`config.mk`:
```
export PLATFORM = sky130hd
export DESIGN_NAME = gtm_test_decoder
export DESIGN_NICKNAME = d
export VERILOG_FILES = /design/src/rtl/gtm_pkg.sv /design/src/rtl/gtm_ring_osc.sv /design/src/rtl/gtm_test_decoder.sv
export SDC_FILE = /design/constraint.sdc
export NUM_CORES = 1
export LEC_CHECK = 0
export BUFFER_PORTS_ARGS = -buffer_cell sky130_fd_sc_hd__buf_2
export CORE_UTILIZATION = 47
export CTS_CLUSTER_SIZE = 30
export DETAILED_ROUTE_END_ITERATION = 10
export GPL_TIMING_DRIVEN = 1
export PLACE_DENSITY = 0.86
export SLEW_MARGIN = 20
export SYNTH_ARGS = -nofsm -noshare
export SYNTH_HDL_FRONTEND = slang
export SYNTH_SLANG_ARGS = --single-unit
```
`constraint.sdc`:
```
create_clock -name clk_sys_in -period 1.7 [get_ports clk_sys_in]
set_clock_uncertainty 0.15 [all_clocks]
set_input_delay 0.17 -clock clk_sys_in [delete_from_list [all_inputs] [get_ports clk_sys_in]]
set_output_delay 0.17 -clock clk_sys_in [all_outputs]
set_load 0.005 [all_outputs]
```
`src/rtl/gtm_pkg.sv`:
```
// Package of constants for the gate array test mode decoder
package gtm_pkg;
  // Number of user outputs and scan chain flip-flops
  localparam int GTM_OUT_W = 16;
  localparam int GTM_CHAIN_W = 16;
  // Ring oscillator half period in system clocks
  localparam int GTM_OSC_HALF = 4;
  localparam logic [3:0] GTM_OSC_HALF_M1 = 4'h3;
  // Reset values
  localparam logic [15:0] GTM_CHAIN_RST = 16'h0000;
  localparam logic [15:0] GTM_OUT_RST = 16'h0000;
  typedef enum logic [2:0] {
    GTM_NORMAL, GTM_FORCE, GTM_HIZ, GTM_IDDQ, GTM_CLEAR, GTM_SCAN
  } gtm_mode_t;
endpackage

```
`src/rtl/gtm_ring_osc.sv`:
```
// Ring oscillator model: toggling divider gated by enable
`timescale 1ns/100ps
module gtm_ring_osc (
  input wire logic clk_sys_in,
  input wire logic nrst_in,
  input wire logic enable_in,
  output logic osc_out
);
  import gtm_pkg::*;
  logic [3:0] cnt_r;
  logic osc_r;
  // Free counter toggles the output while enabled; held low when off
  always_ff @(posedge clk_sys_in or negedge nrst_in) begin
    if (!nrst_in) begin
      cnt_r <= 4'h0;
      osc_r <= 1'b0;
    end else if (!enable_in) begin
      cnt_r <= 4'h0;
      osc_r <= 1'b0;
    end else if (cnt_r == GTM_OSC_HALF_M1) begin
      cnt_r <= 4'h0;
      osc_r <= ~osc_r;
    end else begin
      cnt_r <= cnt_r + 4'h1;
    end
  end
  assign osc_out = osc_r;
endmodule

```
`src/rtl/gtm_test_decoder.sv`:
```
// Test pin decoder with forced outputs, clear, scan chain and oscillator monitor
`timescale 1ns/100ps
module gtm_test_decoder #(
  parameter bit TEST_PINS_PRESENT = 1'b1,
  parameter bit DFT_LOGIC_PRESENT = 1'b1,
  parameter bit OSC_ON_PAD = 1'b0
) (
  input wire logic clk_sys_in,
  input wire logic nrst_in,
  input wire logic test_mode_in,
  input wire logic parametric_output_enable_in,
  input wire logic forced_data_in,
  input wire logic [gtm_pkg::GTM_OUT_W-1:0] user_data_in,
  input wire logic [gtm_pkg::GTM_OUT_W-1:0] user_oe_in,
  input wire logic [gtm_pkg::GTM_CHAIN_W-1:0] user_d_in,
  output logic [gtm_pkg::GTM_OUT_W-1:0] pad_data_out,
  output logic [gtm_pkg::GTM_OUT_W-1:0] pad_oe_out,
  output logic [gtm_pkg::GTM_CHAIN_W-1:0] user_q_out,
  output logic oscillator_monitor_out,
  output logic iddq_quiet_out
);
  import gtm_pkg::*;
  // Two flops per tester pin before any logic reads it
  logic mode_s1_r;
  logic mode_s2_r;
  logic poe_s1_r;
  logic poe_s2_r;
  logic dat_s1_r;
  logic dat_s2_r;
  // Modelled user flip-flops, chained for scan loading
  logic [GTM_CHAIN_W-1:0] chain_r;
  // Registered pad drivers
  logic [GTM_OUT_W-1:0] pad_data_r;
  logic [GTM_OUT_W-1:0] pad_oe_r;
  // Oscillator enable, retimed monitor and quiescent flag
  logic osc_en_r;
  logic mon_r;
  logic quiet_r;
  logic osc_raw;
  // Decoded mode; lags the pins by the two sync stages
  gtm_mode_t mode_nxt;

  // Test pins come from the tester, outside this clock domain;
  // presetting the syncs high makes the block wake in normal operation
  always_ff @(posedge clk_sys_in or negedge nrst_in) begin
    if (!nrst_in) begin
      mode_s1_r <= 1'b1;
      mode_s2_r <= 1'b1;
      poe_s1_r <= 1'b1;
      poe_s2_r <= 1'b1;
      dat_s1_r <= 1'b1;
      dat_s2_r <= 1'b1;
    end else begin
      mode_s1_r <= test_mode_in;
      mode_s2_r <= mode_s1_r;
      poe_s1_r <= parametric_output_enable_in;
      poe_s2_r <= poe_s1_r;
      dat_s1_r <= forced_data_in;
      dat_s2_r <= dat_s1_r;
    end
  end

  // Pin code to mode; absent pins give normal, absent test logic turns clear and scan codes to normal.
  // Each pin is synchronised on its own, so pins that do not move together
  // may show a passing mode for one clock: the tester must let codes settle.
  always_comb begin
    mode_nxt = GTM_NORMAL;
    if (!TEST_PINS_PRESENT) begin
      mode_nxt = GTM_NORMAL;
    end else if (!mode_s2_r && !poe_s2_r) begin
      mode_nxt = GTM_FORCE;
    end else if (!mode_s2_r && !dat_s2_r) begin
      mode_nxt = GTM_HIZ;
    end else if (!mode_s2_r) begin
      mode_nxt = GTM_IDDQ;
    end else if (!poe_s2_r && DFT_LOGIC_PRESENT) begin
      mode_nxt = GTM_SCAN;
    end else if (!dat_s2_r && DFT_LOGIC_PRESENT) begin
      mode_nxt = GTM_CLEAR;
    end else begin
      mode_nxt = GTM_NORMAL;
    end
  end

  // User flip-flop chain: clear, scan shift, hold in quiescence, else user load
  always_ff @(posedge clk_sys_in or negedge nrst_in) begin
    if (!nrst_in) begin
      chain_r <= GTM_CHAIN_RST;
    end else begin
      case (mode_nxt)
        GTM_CLEAR: chain_r <= GTM_CHAIN_RST;
        GTM_SCAN: chain_r <= {chain_r[GTM_CHAIN_W-2:0], dat_s2_r};
        GTM_IDDQ: chain_r <= chain_r;
        default: chain_r <= user_d_in;
      endcase
    end
  end

  // Clear empties the whole chain in one clock
  a_clear_all: assert property (@(posedge clk_sys_in) disable iff (!nrst_in)
    (mode_nxt == GTM_CLEAR) |=> (chain_r == GTM_CHAIN_RST) && !osc_en_r)
    else $error("flip-flops not cleared");
  // Scan moves the chain up by one and takes the data pin into bit 0
  a_scan_shift: assert property (@(posedge clk_sys_in) disable iff (!nrst_in)
    (mode_nxt == GTM_SCAN) |=> chain_r == {$past(chain_r[GTM_CHAIN_W-2:0]), $past(dat_s2_r)})
    else $error("scan shift wrong");
  // Quiescent mode freezes the chain and keeps the ring stopped
  a_iddq_static: assert property (@(posedge clk_sys_in) disable iff (!nrst_in)
    (mode_nxt == GTM_IDDQ) ##1 (mode_nxt == GTM_IDDQ) |=> $stable(chain_r) && !osc_en_r)
    else $error("logic not static in quiescent mode");
  // Clear code decodes only when both the pins and the extra logic exist
  a_mode_decode: assert property (@(posedge clk_sys_in) disable iff (!nrst_in)
    (mode_s2_r && poe_s2_r && !dat_s2_r) |-> (mode_nxt == GTM_CLEAR) == (TEST_PINS_PRESENT
    && DFT_LOGIC_PRESENT))
    else $error("clear code decoded wrongly");
  // Without test pins the user flip-flops load as in normal operation
  a_nopins_normal: assert property (@(posedge clk_sys_in) disable iff (!nrst_in)
    !TEST_PINS_PRESENT |=> chain_r == $past(user_d_in))
    else $error("test code acted without test pins");
  // Without the extra logic, clear and scan codes leave the chain loading
  a_nodft_normal: assert property (@(posedge clk_sys_in) disable iff (!nrst_in)
    (!DFT_LOGIC_PRESENT && mode_s2_r) |=> chain_r == $past(user_d_in))
    else $error("clear or scan acted without test logic");

  // Pad drivers; registered so the pins change on a clean edge
  always_ff @(posedge clk_sys_in or negedge nrst_in) begin
    if (!nrst_in) begin
      pad_data_r <= GTM_OUT_RST;
      pad_oe_r <= GTM_OUT_RST;
    end else begin
      case (mode_nxt)
        GTM_FORCE: begin
          pad_data_r <= {GTM_OUT_W{dat_s2_r}};
          pad_oe_r <= {GTM_OUT_W{1'b1}};
        end
        GTM_HIZ: begin
          pad_data_r <= GTM_OUT_RST;
          pad_oe_r <= GTM_OUT_RST;
        end
        default: begin
          pad_data_r <= user_data_in;
          pad_oe_r <= user_oe_in;
        end
      endcase
      // Optional pad 0 carries the oscillator instead of user logic
      if (OSC_ON_PAD) begin
        pad_data_r[0] <= osc_raw;
        pad_oe_r[0] <= 1'b1;
      end
    end
  end

  // Forced mode drives all pads, all but pad 0 when the ring is bonded, with the data pin one clock after decode
  a_force_drive: assert property (@(posedge clk_sys_in) disable iff (!nrst_in)
    (mode_nxt == GTM_FORCE && !OSC_ON_PAD) |=> (pad_oe_r == {GTM_OUT_W{1'b1}})
    && (pad_data_r == {GTM_OUT_W{$past(dat_s2_r)}}))
    else $error("forced data not on outputs");
  // A bonded oscillator owns pad 0 in every mode
  a_osc_pad: assert property (@(posedge clk_sys_in) disable iff (!nrst_in)
    OSC_ON_PAD |=> pad_oe_r[0] && (pad_data_r[0] == $past(osc_raw)))
    else $error("oscillator not on pad");

  // Oscillator runs only in the leakage and frequency mode
  always_ff @(posedge clk_sys_in or negedge nrst_in) begin
    if (!nrst_in) begin
      osc_en_r <= 1'b0;
    end else begin
      osc_en_r <= (mode_nxt == GTM_HIZ);
    end
  end

  // Monitor retimed so the pin leaves a flop; costs one clock of lag
  always_ff @(posedge clk_sys_in or negedge nrst_in) begin
    if (!nrst_in) begin
      mon_r <= 1'b0;
    end else begin
      mon_r <= osc_raw;
    end
  end

  // Quiescent flag tells the tester when supply current may be read
  always_ff @(posedge clk_sys_in or negedge nrst_in) begin
    if (!nrst_in) begin
      quiet_r <= 1'b0;
    end else begin
      quiet_r <= (mode_nxt == GTM_IDDQ);
    end
  end

  gtm_ring_osc gtm_ring_osc_i (
    .clk_sys_in(clk_sys_in),
    .nrst_in(nrst_in),
    .enable_in(osc_en_r),
    .osc_out(osc_raw)
  );

  // Every output leaves a flop directly
  assign pad_data_out = pad_data_r;
  assign pad_oe_out = pad_oe_r;
  assign user_q_out = chain_r;
  assign oscillator_monitor_out = mon_r;
  assign iddq_quiet_out = quiet_r;

  // Leakage mode floats the pads, all but pad 0 when the ring is bonded, and starts the ring
  a_hiz_outputs: assert property (@(posedge clk_sys_in) disable iff (!nrst_in)
    (mode_nxt == GTM_HIZ && !OSC_ON_PAD) |=> (pad_oe_r == GTM_OUT_RST) && osc_en_r)
    else $error("outputs not tri-stated");
  // Normal operation silences the monitor once the ring has drained
  a_normal_mon: assert property (@(posedge clk_sys_in) disable iff (!nrst_in)
    (mode_nxt == GTM_NORMAL) [*3] |=> !oscillator_monitor_out)
    else $error("monitor active in normal mode");
  // A stopped ring leaves the monitor low two clocks on
  a_osc_idle: assert property (@(posedge clk_sys_in) disable iff (!nrst_in)
    (!osc_en_r) [*2] |=> !oscillator_monitor_out)
    else $error("monitor moving while ring stopped");
  // Quiescent flag follows the decoded mode one clock later
  a_quiet_flag: assert property (@(posedge clk_sys_in) disable iff (!nrst_in)
    (mode_nxt == GTM_IDDQ) |=> iddq_quiet_out)
    else $error("quiescent flag missing");
endmodule

```
### After elaboration in Yosys (flattened, before gate mapping)

Cells that the tools add are included.

| operators by class | value |
|---|---|
| bitwise logic cells | 1 |
| equal/unequal tests | 7 |
| add/sub/neg operators | 1 |
| reduce and logical (&&, ||, !) cells | 5 |
| mux-type cells | 12 |

Operators with widths:

| cell | count |
|---|---|
| $pmux 16 s2 | 2 |
| $pmux 16 s3 | 1 |
| $mux 3 | 5 |
| $mux 4 | 2 |
| $eq 3x2->1 const B | 2 |
| $eq 3x3->1 const B | 2 |
| $add 4x1->4 const B | 1 |
| $eq 4x2->1 const B | 1 |
| $eq 3x1->1 const B | 1 |
| $logic_not 1->1 | 3 |
| $logic_and 1x1->1 | 2 |
| $mux 1 | 2 |
| $ne 2x1->1 const B | 1 |
| $not 1->1 | 1 |

| storage, ports and cells | value |
|---|---|
| flip-flop bits (word level) | 62 |
| logic and storage cells | 40 |
| input bits | 53 |
| output and inout bits | 50 |

### Logic depth before layout (Yosys ltp)

Gate-level depths: netlist of the first run.

| logic depth | value |
|---|---|
| depth in word-level cells | 7 |
| mapped depth | 5 |
| depth with buffers taken out | 4 |

### Cells and area by module

From an unflattened synthesis of the first run, not the netlist that was laid out.

| second synthesis, totals | value |
|---|---|
| cells, all modules | 195 |
| area, all modules | 2,458.6 um2 |

By module, submodules not included:

| module | instances | area each (um2) | cells an instance | sequential area each (um2) |
|---|---|---|---|---|
| gtm_test_decoder | 1 | 2,229.6 | 176 | 1,433.9 |
| gtm_ring_osc | 1 | 229.0 | 19 | 125.1 |

### Worst setup path before layout of the first run

Ideal clock, no wire load.

| path | value |
|---|---|
| path type | flip-flop to flip-flop |
| start | register mode_s2_r |
| end | register chain_r[10] (netlist: user_q_out[10]) |
| data arrival time | 1.110 ns |
| stages on the path, launching flop included | 5 |
| slack | 0.298 ns |
| cell sequence | dfstp_2 > buf_6 > buf_2 > buf_2 > o221ai_1 |

| on the way | value |
|---|---|
| cells in the longest elaborated chain, start to end | 6 |

RTL lines:

| element | line | text |
|---|---|---|
| start: declaration | gtm_test_decoder.sv:25 | `logic mode_s2_r;` |
| start signal: assignment | gtm_test_decoder.sv:55 | `mode_s2_r <= mode_s1_r;` |
| $logic_not 1->1 | -- |  |
| $logic_and 1x1->1 | gtm_test_decoder.sv:72 | `end else if (!mode_s2_r && !dat_s2_r) begin` |
| $mux 3 | gtm_test_decoder.sv:72 |  |
| $mux 3 * | gtm_test_decoder.sv:70 | `end else if (!mode_s2_r && !poe_s2_r) begin` |
| $eq 3x2->1 / $eq 3x3->1 (equally long branches) | gtm_test_decoder.sv:90 | `case (mode_nxt)` |
| $pmux 16 s3 | gtm_test_decoder.sv:90 |  |
| end signal: assignment | gtm_test_decoder.sv:92 | `GTM_SCAN: chain_r <= {chain_r[GTM_CHAIN_W-2:0], dat_s2_r};` |
| end signal: assignment | gtm_test_decoder.sv:93 | `GTM_IDDQ: chain_r <= chain_r;` |
| end signal: assignment | gtm_test_decoder.sv:94 | `default: chain_r <= user_d_in;` |
| end: declaration | gtm_test_decoder.sv:31 | `logic [GTM_CHAIN_W-1:0] chain_r;` |

Mark *: on every way between the ends. The rest lies on a longest branch, timed or not.
A chain may end at the register's enable or synchronous reset.

### Worst setup path after layout of the first run

| path | value |
|---|---|
| start | register mode_s2_r |
| end | register chain_r[9] (netlist: user_q_out[9]) |

The elaborated chain is that of the path after synthesis.

==> results.json, run 1 <==
{
  "grt_use_total_pct": 25.37,
  "clk_pin_slew_ns": 0.07,
  "netSwitchingFraction_pct": 24.83,
  "comb_power_share_pct": 14.9,
  "r2r_start": "mode_s2_r",
  "h-tree-depth": 3,
  "synth_edf_count": 0,
  "io_buffer_count": 102,
  "drv_slew": 0,
  "crit_path_end_kind": "flip-flop",
  "num_io_pins": 103,
  "place.gp.congestion": 0.7281,
  "synth.area.top_cells": "dfrtp_1 (57%), dfstp_2 (6.4%), mux2i_1 (6.1%), o221ai_1 (5.4%), a21o_1 (4.9%)",
  "crit_type": "reg2reg",
  "fin_ws_ns": 0.1886,
  "synth_top_family_by_area": "compound AO/OA/AOI/OAI gates",
  "status": "completed",
  "rsz0062_at_grt": "no",
  "synth.top_cell.area_share_pct": 57.32,
  "cts_sinks": 62,
  "routed_wl_um": 6562,
  "worstPathMaxFanout": 17,
  "fin_util_pct": 75.15,
  "r2r_cells": 3,
  "synth_compound_area_share_pct": 16.27,
  "critPathArrivalTime_ns": 1.55,
  "synthesis.area_sq_um": 2445,
  "clk_latency_ns": 0.33,
  "antenna_found_initial": 0,
  "drt_pass1_iterations": 4,
  "r2r_slack_ns": 0.19,
  "max_slew_margin_pct": 62.82,
  "endpoint": "user_q_out[9]",
  "drv_cap": 0,
  "numCtsBuffers": 9,
  "grt-ovfl-total": 0,
  "area_growth_pct": 49.03,
  "routedWlPerCell_um": 15.85,
  "coreArea_sq_um": 4848,
  "placed_cells": 354,
  "dpl-instance-area_sq_um": 3005,
  "yosysWarnings": 0,
  "synth.net_count": 247,
  "dieArea_sq_um": 5495,
  "finalInstanceArea_sq_um": 3643,
  "internal_power_w": 0.002586,
  "setup_violations": 0,
  "synthCells": 193,
  "vias": 2106,
  "synth_xor_area_share_pct": 0.7165,
  "grt_pass1_vias": 2100,
  "fillCellCount": 295,
  "start_util_pct": 50.43,
  "num_antenna_cells": 0,
  "grt_pass1_wl_um": 10040,
  "nets": 396,
  "synthDistinctLibCells": 28,
  "seqPwrFrac_pct": 48.1,
  "die-height_um": 74.13,
  "drc_errors": 0,
  "power.share.clock_pct": 37.0,
  "syn_avg_cell_area_sq_um": 12.67,
  "die_x_um": 74.13,
  "fin_crit_ns": 1.511,
  "worst_ir_drop_vdd_mv": 0.7209,
  "ys.flop_type": "dfrtp_1",
  "cts_buffer_depth": 2,
  "ant_nets": 0,
  "drive_gt1_share_pct": 37.46,
  "grt_start_max_net_pins": 63,
  "timing.rr.end": "user_q_out[9]",
  "synth_async_sr_flop_share_pct": 100.0,
  "synth_mux_area_share_pct": 6.141,
  "drtIter0Drc": 105,
  "cts_setup_buffers": 0,
  "worstMarginPinSlew_ns": 0.5564,
  "hp-class": "in2reg",
  "dp_hpwl_um": 3490,
  "cp.required_ns": 1.74,
  "yosys.area_share.simple_pct": 8.137,
  "yosysTopAreaCell": "dfrtp_1",
  "viasPerCell": 5.087,
  "ctsRootBufferMaster": "clkbuf_8",
  "fin_cells": 414,
  "p_leak_nw": 1.869,
  "fin_crit_sh_pct": 88.91,
  "pre_cts_ws_ns": -0.01715,
  "p_per_area_nw_per_um2": 944.3,
  "power_switching_w": 0.0008544,
  "rows": 25,
  "cp-startpoint": "mode_s2_r",
  "power_w": 0.003441,
  "critPathLaunchType": "flip-flop",
  "seq_area_frac_synth_pct": 63.77,
  "synth.ff_latch_count": 62,
  "max_freq_ghz": 0.6616,
  "cts_tree": "built",
  "synthAdderAreaFrac_pct": 0.5118,
  "finalHoldViolations": 0
}
per-stage QoR:
step | hold WS (ns) | TNS [ns]
2_1_floorplan | -0.2756 | 0
3_3_place_gp | 0.04966 | 0
3_5_place_dp | 0.05444 | -0.09125
4_1_cts | 0.002691 | 0
5_1_grt | 0.01083 | 0
6_report | 0.009422 | 0
cells in the mapped netlist (2+ instances only):
master / number
nand2_1: 31
inv_1: 2
nor3b_1: 2
dfstp_2: 6
buf_6: 4
o21a_1: 16
o221ai_1: 15
mux2i_1: 15
a21o_1: 16
nor2_1: 3
buf_2: 9
and2_1: 3
dfrtp_1: 56
what timing repair did:
item                       4_1_cts  5_1_grt
hold buffers                    44        0
setup endpoints to repair       11        0
hold endpoints to repair       105        0
resized for setup                1        0
worst max-delay path: stages, from the launching register on:
cell	delay [ns]
dfstp_2	0.59
buf_4	0.26
mux2i_1	0.23
o221ai_1	0.14
how the worst min path moves through the flow:
| stage | startpoint | to | slack, ns | cells after the start |
|---|---|---|---|---|
| 2_1_floorplan | nrst_in | gtm_ring_osc_i.cnt_r[0] | -0.28 | 0 |
| 3_3_place_gp | nrst_in | user_q_out[5] | 0.05 | 2 |
| 3_5_place_dp | nrst_in | user_q_out[7] | 0.05 | 2 |
| 4_1_cts | user_d_in[8] | user_q_out[8] | 0.003 | 3 |
| 5_1_grt | user_d_in[8] | user_q_out[8] | 0.01 | 3 |
| 6_report | user_d_in[14] | user_q_out[14] | 0.009 | 3 |
routing by layer:
metal / wire [um] / GRT usage [%] / up-vias
li1: - / - / 977
met1: 2656 / 29.92 / 1012
met2: 3229 / 42.12 / 101
met3: 518 / 9.485 / 16
met4: 157 / 10.04 / 0
met5: 0 / 0 / -
placed cells by master (no fill, tap or decap), types with 2 or more instances in the layout:
| cell type | count |
|---|---|
| clkbuf_8 | 10 |
| o221ai_1 | 15 |
| nor2_1 | 2 |
| a21o_1 | 16 |
| nand2_1 | 31 |
| dlygate4sd3_1 | 44 |
| dfrtp_1 | 56 |
| nor3b_1 | 2 |
| buf_4 | 6 |
| o21a_1 | 16 |
| clkinv_2 | 2 |
| inv_1 | 2 |
| dfstp_2 | 6 |
| and2_1 | 3 |
| clkbuf_1 | 2 |
| buf_2 | 102 |
| mux2i_1 | 15 |
layout make-up:
| cell class | count | area [sq um] | area share (%) |
|---|---|---|---|
| sequential | 62 | 1559 | 42.79 |
| timing repair buffer | 153 | 1016 | 27.88 |
| multi-input combinational | 114 | 784.5 | 21.53 |
| clock buffer | 12 | 145.1 | 3.984 |
| tap | 67 | 83.83 | 2.301 |
| clock inverter | 4 | 47.55 | 1.305 |
| inverter | 2 | 7.507 | 0.2060 |
kinds of logic (layout without fill, tap and decap cells):
kind of cell / count (synthesis) / count (layout)
DFF: 62 / 62
adders and majority gates: 1 / 1
buffers and inverters: 17 / 171
AOI/OAI and AO/OA: 51 / 51
and+or+nand+nor: 45 / 45
xor gates and xnor gates: 2 / 2
muxes: 15 / 15
flip-flops by register name (all words and copies together), names as in the netlist:
signal / flops
poe_s1_r: 1
dat_s1_r: 1
gtm_ring_osc_i.osc_out: 1
mode_s2_r: 1
oscillator_monitor_out: 1
dat_s2_r: 1
pad_oe_out: 16
mode_s1_r: 1
pad_data_out: 16
poe_s2_r: 1
iddq_quiet_out: 1
user_q_out: 16
osc_en_r: 1
gtm_ring_osc_i.cnt_r: 4
power by group through the flow:
stage	clock [W]	combinational [W]	sequential, W
after floorplan	0	0.000184	0.00168
after global placement	0	0.000408	0.00167
after detailed placement	0	0.000421	0.00167
after CTS	0.00128	0.000501	0.00165
after global routing	0.00136	0.000562	0.00166
final	0.00127	0.000513	0.00165
Power figures use the tool's default switching activity.
==> inputs of run 2 (changes only) <==
--- a/config.mk
+++ b/config.mk
@@ -6,10 +6,13 @@
 export NUM_CORES = 1
 export LEC_CHECK = 0
 export BUFFER_PORTS_ARGS = -buffer_cell sky130_fd_sc_hd__buf_2
-export CORE_UTILIZATION = 47
+export CELL_PAD_IN_SITES_DETAIL_PLACEMENT = 0
+export CELL_PAD_IN_SITES_GLOBAL_PLACEMENT = 1
+export CORE_UTILIZATION = 36
 export CTS_CLUSTER_SIZE = 30
 export DETAILED_ROUTE_END_ITERATION = 10
 export GPL_TIMING_DRIVEN = 1
+export HOLD_SLACK_MARGIN = 0.03
 export PLACE_DENSITY = 0.86
 export SLEW_MARGIN = 20
 export SYNTH_ARGS = -nofsm -noshare
==> results.json, run 2 (synthesis results as in run 1) <==
{
  "status": "complete, but fails checks",
  "violations": "DRC",
  "drt_pass1_iterations": 9,
  "crit_type": "reg2reg",
  "viasPerCell": 4.796,
  "cts_buffer_depth": 2,
  "cts_sinks": 62,
  "rsz0062_at_grt": "no",
  "die_x_um": 84.41,
  "netSwitchingFraction_pct": 22.66,
  "dp_hpwl_um": 3522,
  "cts_tree": "built",
  "start_util_pct": 37.85,
  "worst_ir_drop_vdd_mv": 0.7849,
  "routed_wl_um": 5839,
  "fin_crit_sh_pct": 88.47,
  "power_w": 0.003609,
  "fin_cells": 432,
  "power_switching_w": 0.0008179,
  "cp.required_ns": 1.79,
  "setup_violations": 0,
  "vias": 2072,
  "internal_power_w": 0.002791,
  "grt_pass1_wl_um": 9915,
  "fin_crit_ns": 1.504,
  "comb_power_share_pct": 14.4,
  "p_per_area_nw_per_um2": 952.6,
  "fin_ws_ns": 0.1961,
  "seqPwrFrac_pct": 45.7,
  "rows": 29,
  "timing.hold.ws_ns": 0.09426,
  "num_io_pins": 103,
  "cts_setup_buffers": 0,
  "finalHoldViolations": 0,
  "critPathLaunchType": "flip-flop",
  "drtIter0Drc": 84,
  "dieArea_sq_um": 7125,
  "ant_nets": 0,
  "critPathArrivalTime_ns": 1.60,
  "cpPeakStageDelay_ns": 0.59,
  "routedWlPerCell_um": 13.52,
  "cts-resized-gates": 0,
  "drive_gt1_share_pct": 36.90,
  "hp-class": "in2async",
  "worstPathMaxFanout": 15,
  "drc_errors": 6,
  "drv_slew": 0,
  "h-tree-depth": 3,
  "die-height_um": 84.41,
  "max_freq_ghz": 0.6649,
  "max_slew_margin_pct": 66.32,
  "grt_use_total_pct": 18.05,
  "grt_start_max_net_pins": 34,
  "io_buffer_count": 102,
  "grt_pass1_vias": 2185,
  "hold_buffers": 52,
  "slowest_stage": "dfstp_2",
  "nets": 404,
  "crit_chain": "and2b_1, nand2_1, o221ai_1",
  "place.gp.congestion": 0.7449,
  "pre_cts_ws_ns": 0.2034,
  "numCtsBuffers": 9,
  "area_growth_pct": 54.96,
  "coreArea_sq_um": 6459,
  "clk_latency_ns": 0.32,
  "p_leak_nw": 1.932,
  "ctsRootBufferMaster": "clkbuf_8",
  "tns_ns": 0,
  "r2r_start": "mode_s2_r",
  "cp-startpoint": "mode_s2_r",
  "drv_cap": 0,
  "fillCellCount": 532,
  "crit_path_end_kind": "flip-flop",
  "clk_pin_slew_ns": 0.07,
  "num_antenna_cells": 0,
  "layout_common_cells": "buf_2 (102), dfrtp_1 (56), dlygate4sd3_1 (52)",
  "power.share.clock_pct": 39.9,
  "antenna_found_initial": 0,
  "mostFrequentLayoutCell": "buf_2",
  "placed_cells": 364,
  "worstMarginPinSlew_ns": 0.5052,
  "grt-ovfl-total": 0
}
## run 2: power groups by stage
stage	combinational, W	sequential (W)	clock [W]
floorplan	0.000184	0.00168	0
global placement	0.000420	0.00167	0
detailed placement	0.000429	0.00168	0
CTS	0.000521	0.00165	0.00148
global route	0.000576	0.00166	0.00156
finish	0.000519	0.00165	0.00144
## run 2: worst max-delay path: cells and delay by family, from the launching register on
kind,cells,cell delay [ns]
AND/OR/NAND/NOR,2,0.59
AO/OA/AOI/OAI,1,0.08
flip-flops,1,0.59
## run 2: layout make-up
cell class / count / area [sq um] / share of cell area (%)
inverters: 2 / 7.507 / 0.1982
flip-flops and latches: 62 / 1559 / 41.15
clock buffers: 12 / 155.1 / 4.095
multi-input cells: 114 / 779.5 / 20.57
well taps: 77 / 96.34 / 2.543
repair buffers: 161 / 1121 / 29.59
clock inverters: 4 / 70.07 / 1.849
## run 2: layer usage
metal	track usage, %	share of wire [%]	vias up
met3	6.195	6.8	9
met2	30.55	50	78
met4	7.396	1.4	0
met5	0	0	-
li1	-	-	988
met1	21.10	42	997
## run 2: worst paths after layout
path,to,cells past startpoint,slack (ns)
min in group clk_sys_in,poe_s2_r,0,0.21
worst min-delay path,gtm_ring_osc_i.cnt_r[2],2,0.09
worst max-delay path,user_q_out[12],3,0.20
worst min register to register,poe_s2_r,0,0.21
max in group asynchronous,poe_s1_r,3,0.75
worst max register to register,user_q_out[12],3,0.20
## run 2: per-stage QoR
step           util (%)  instance area (sq um)
2_1_floorplan         -                   2445
3_3_place_gp      47.11                   3043
3_5_place_dp      47.11                   3043
4_1_cts           58.66                   3789
5_1_grt           58.66                   3789
6_report          58.66                   3789
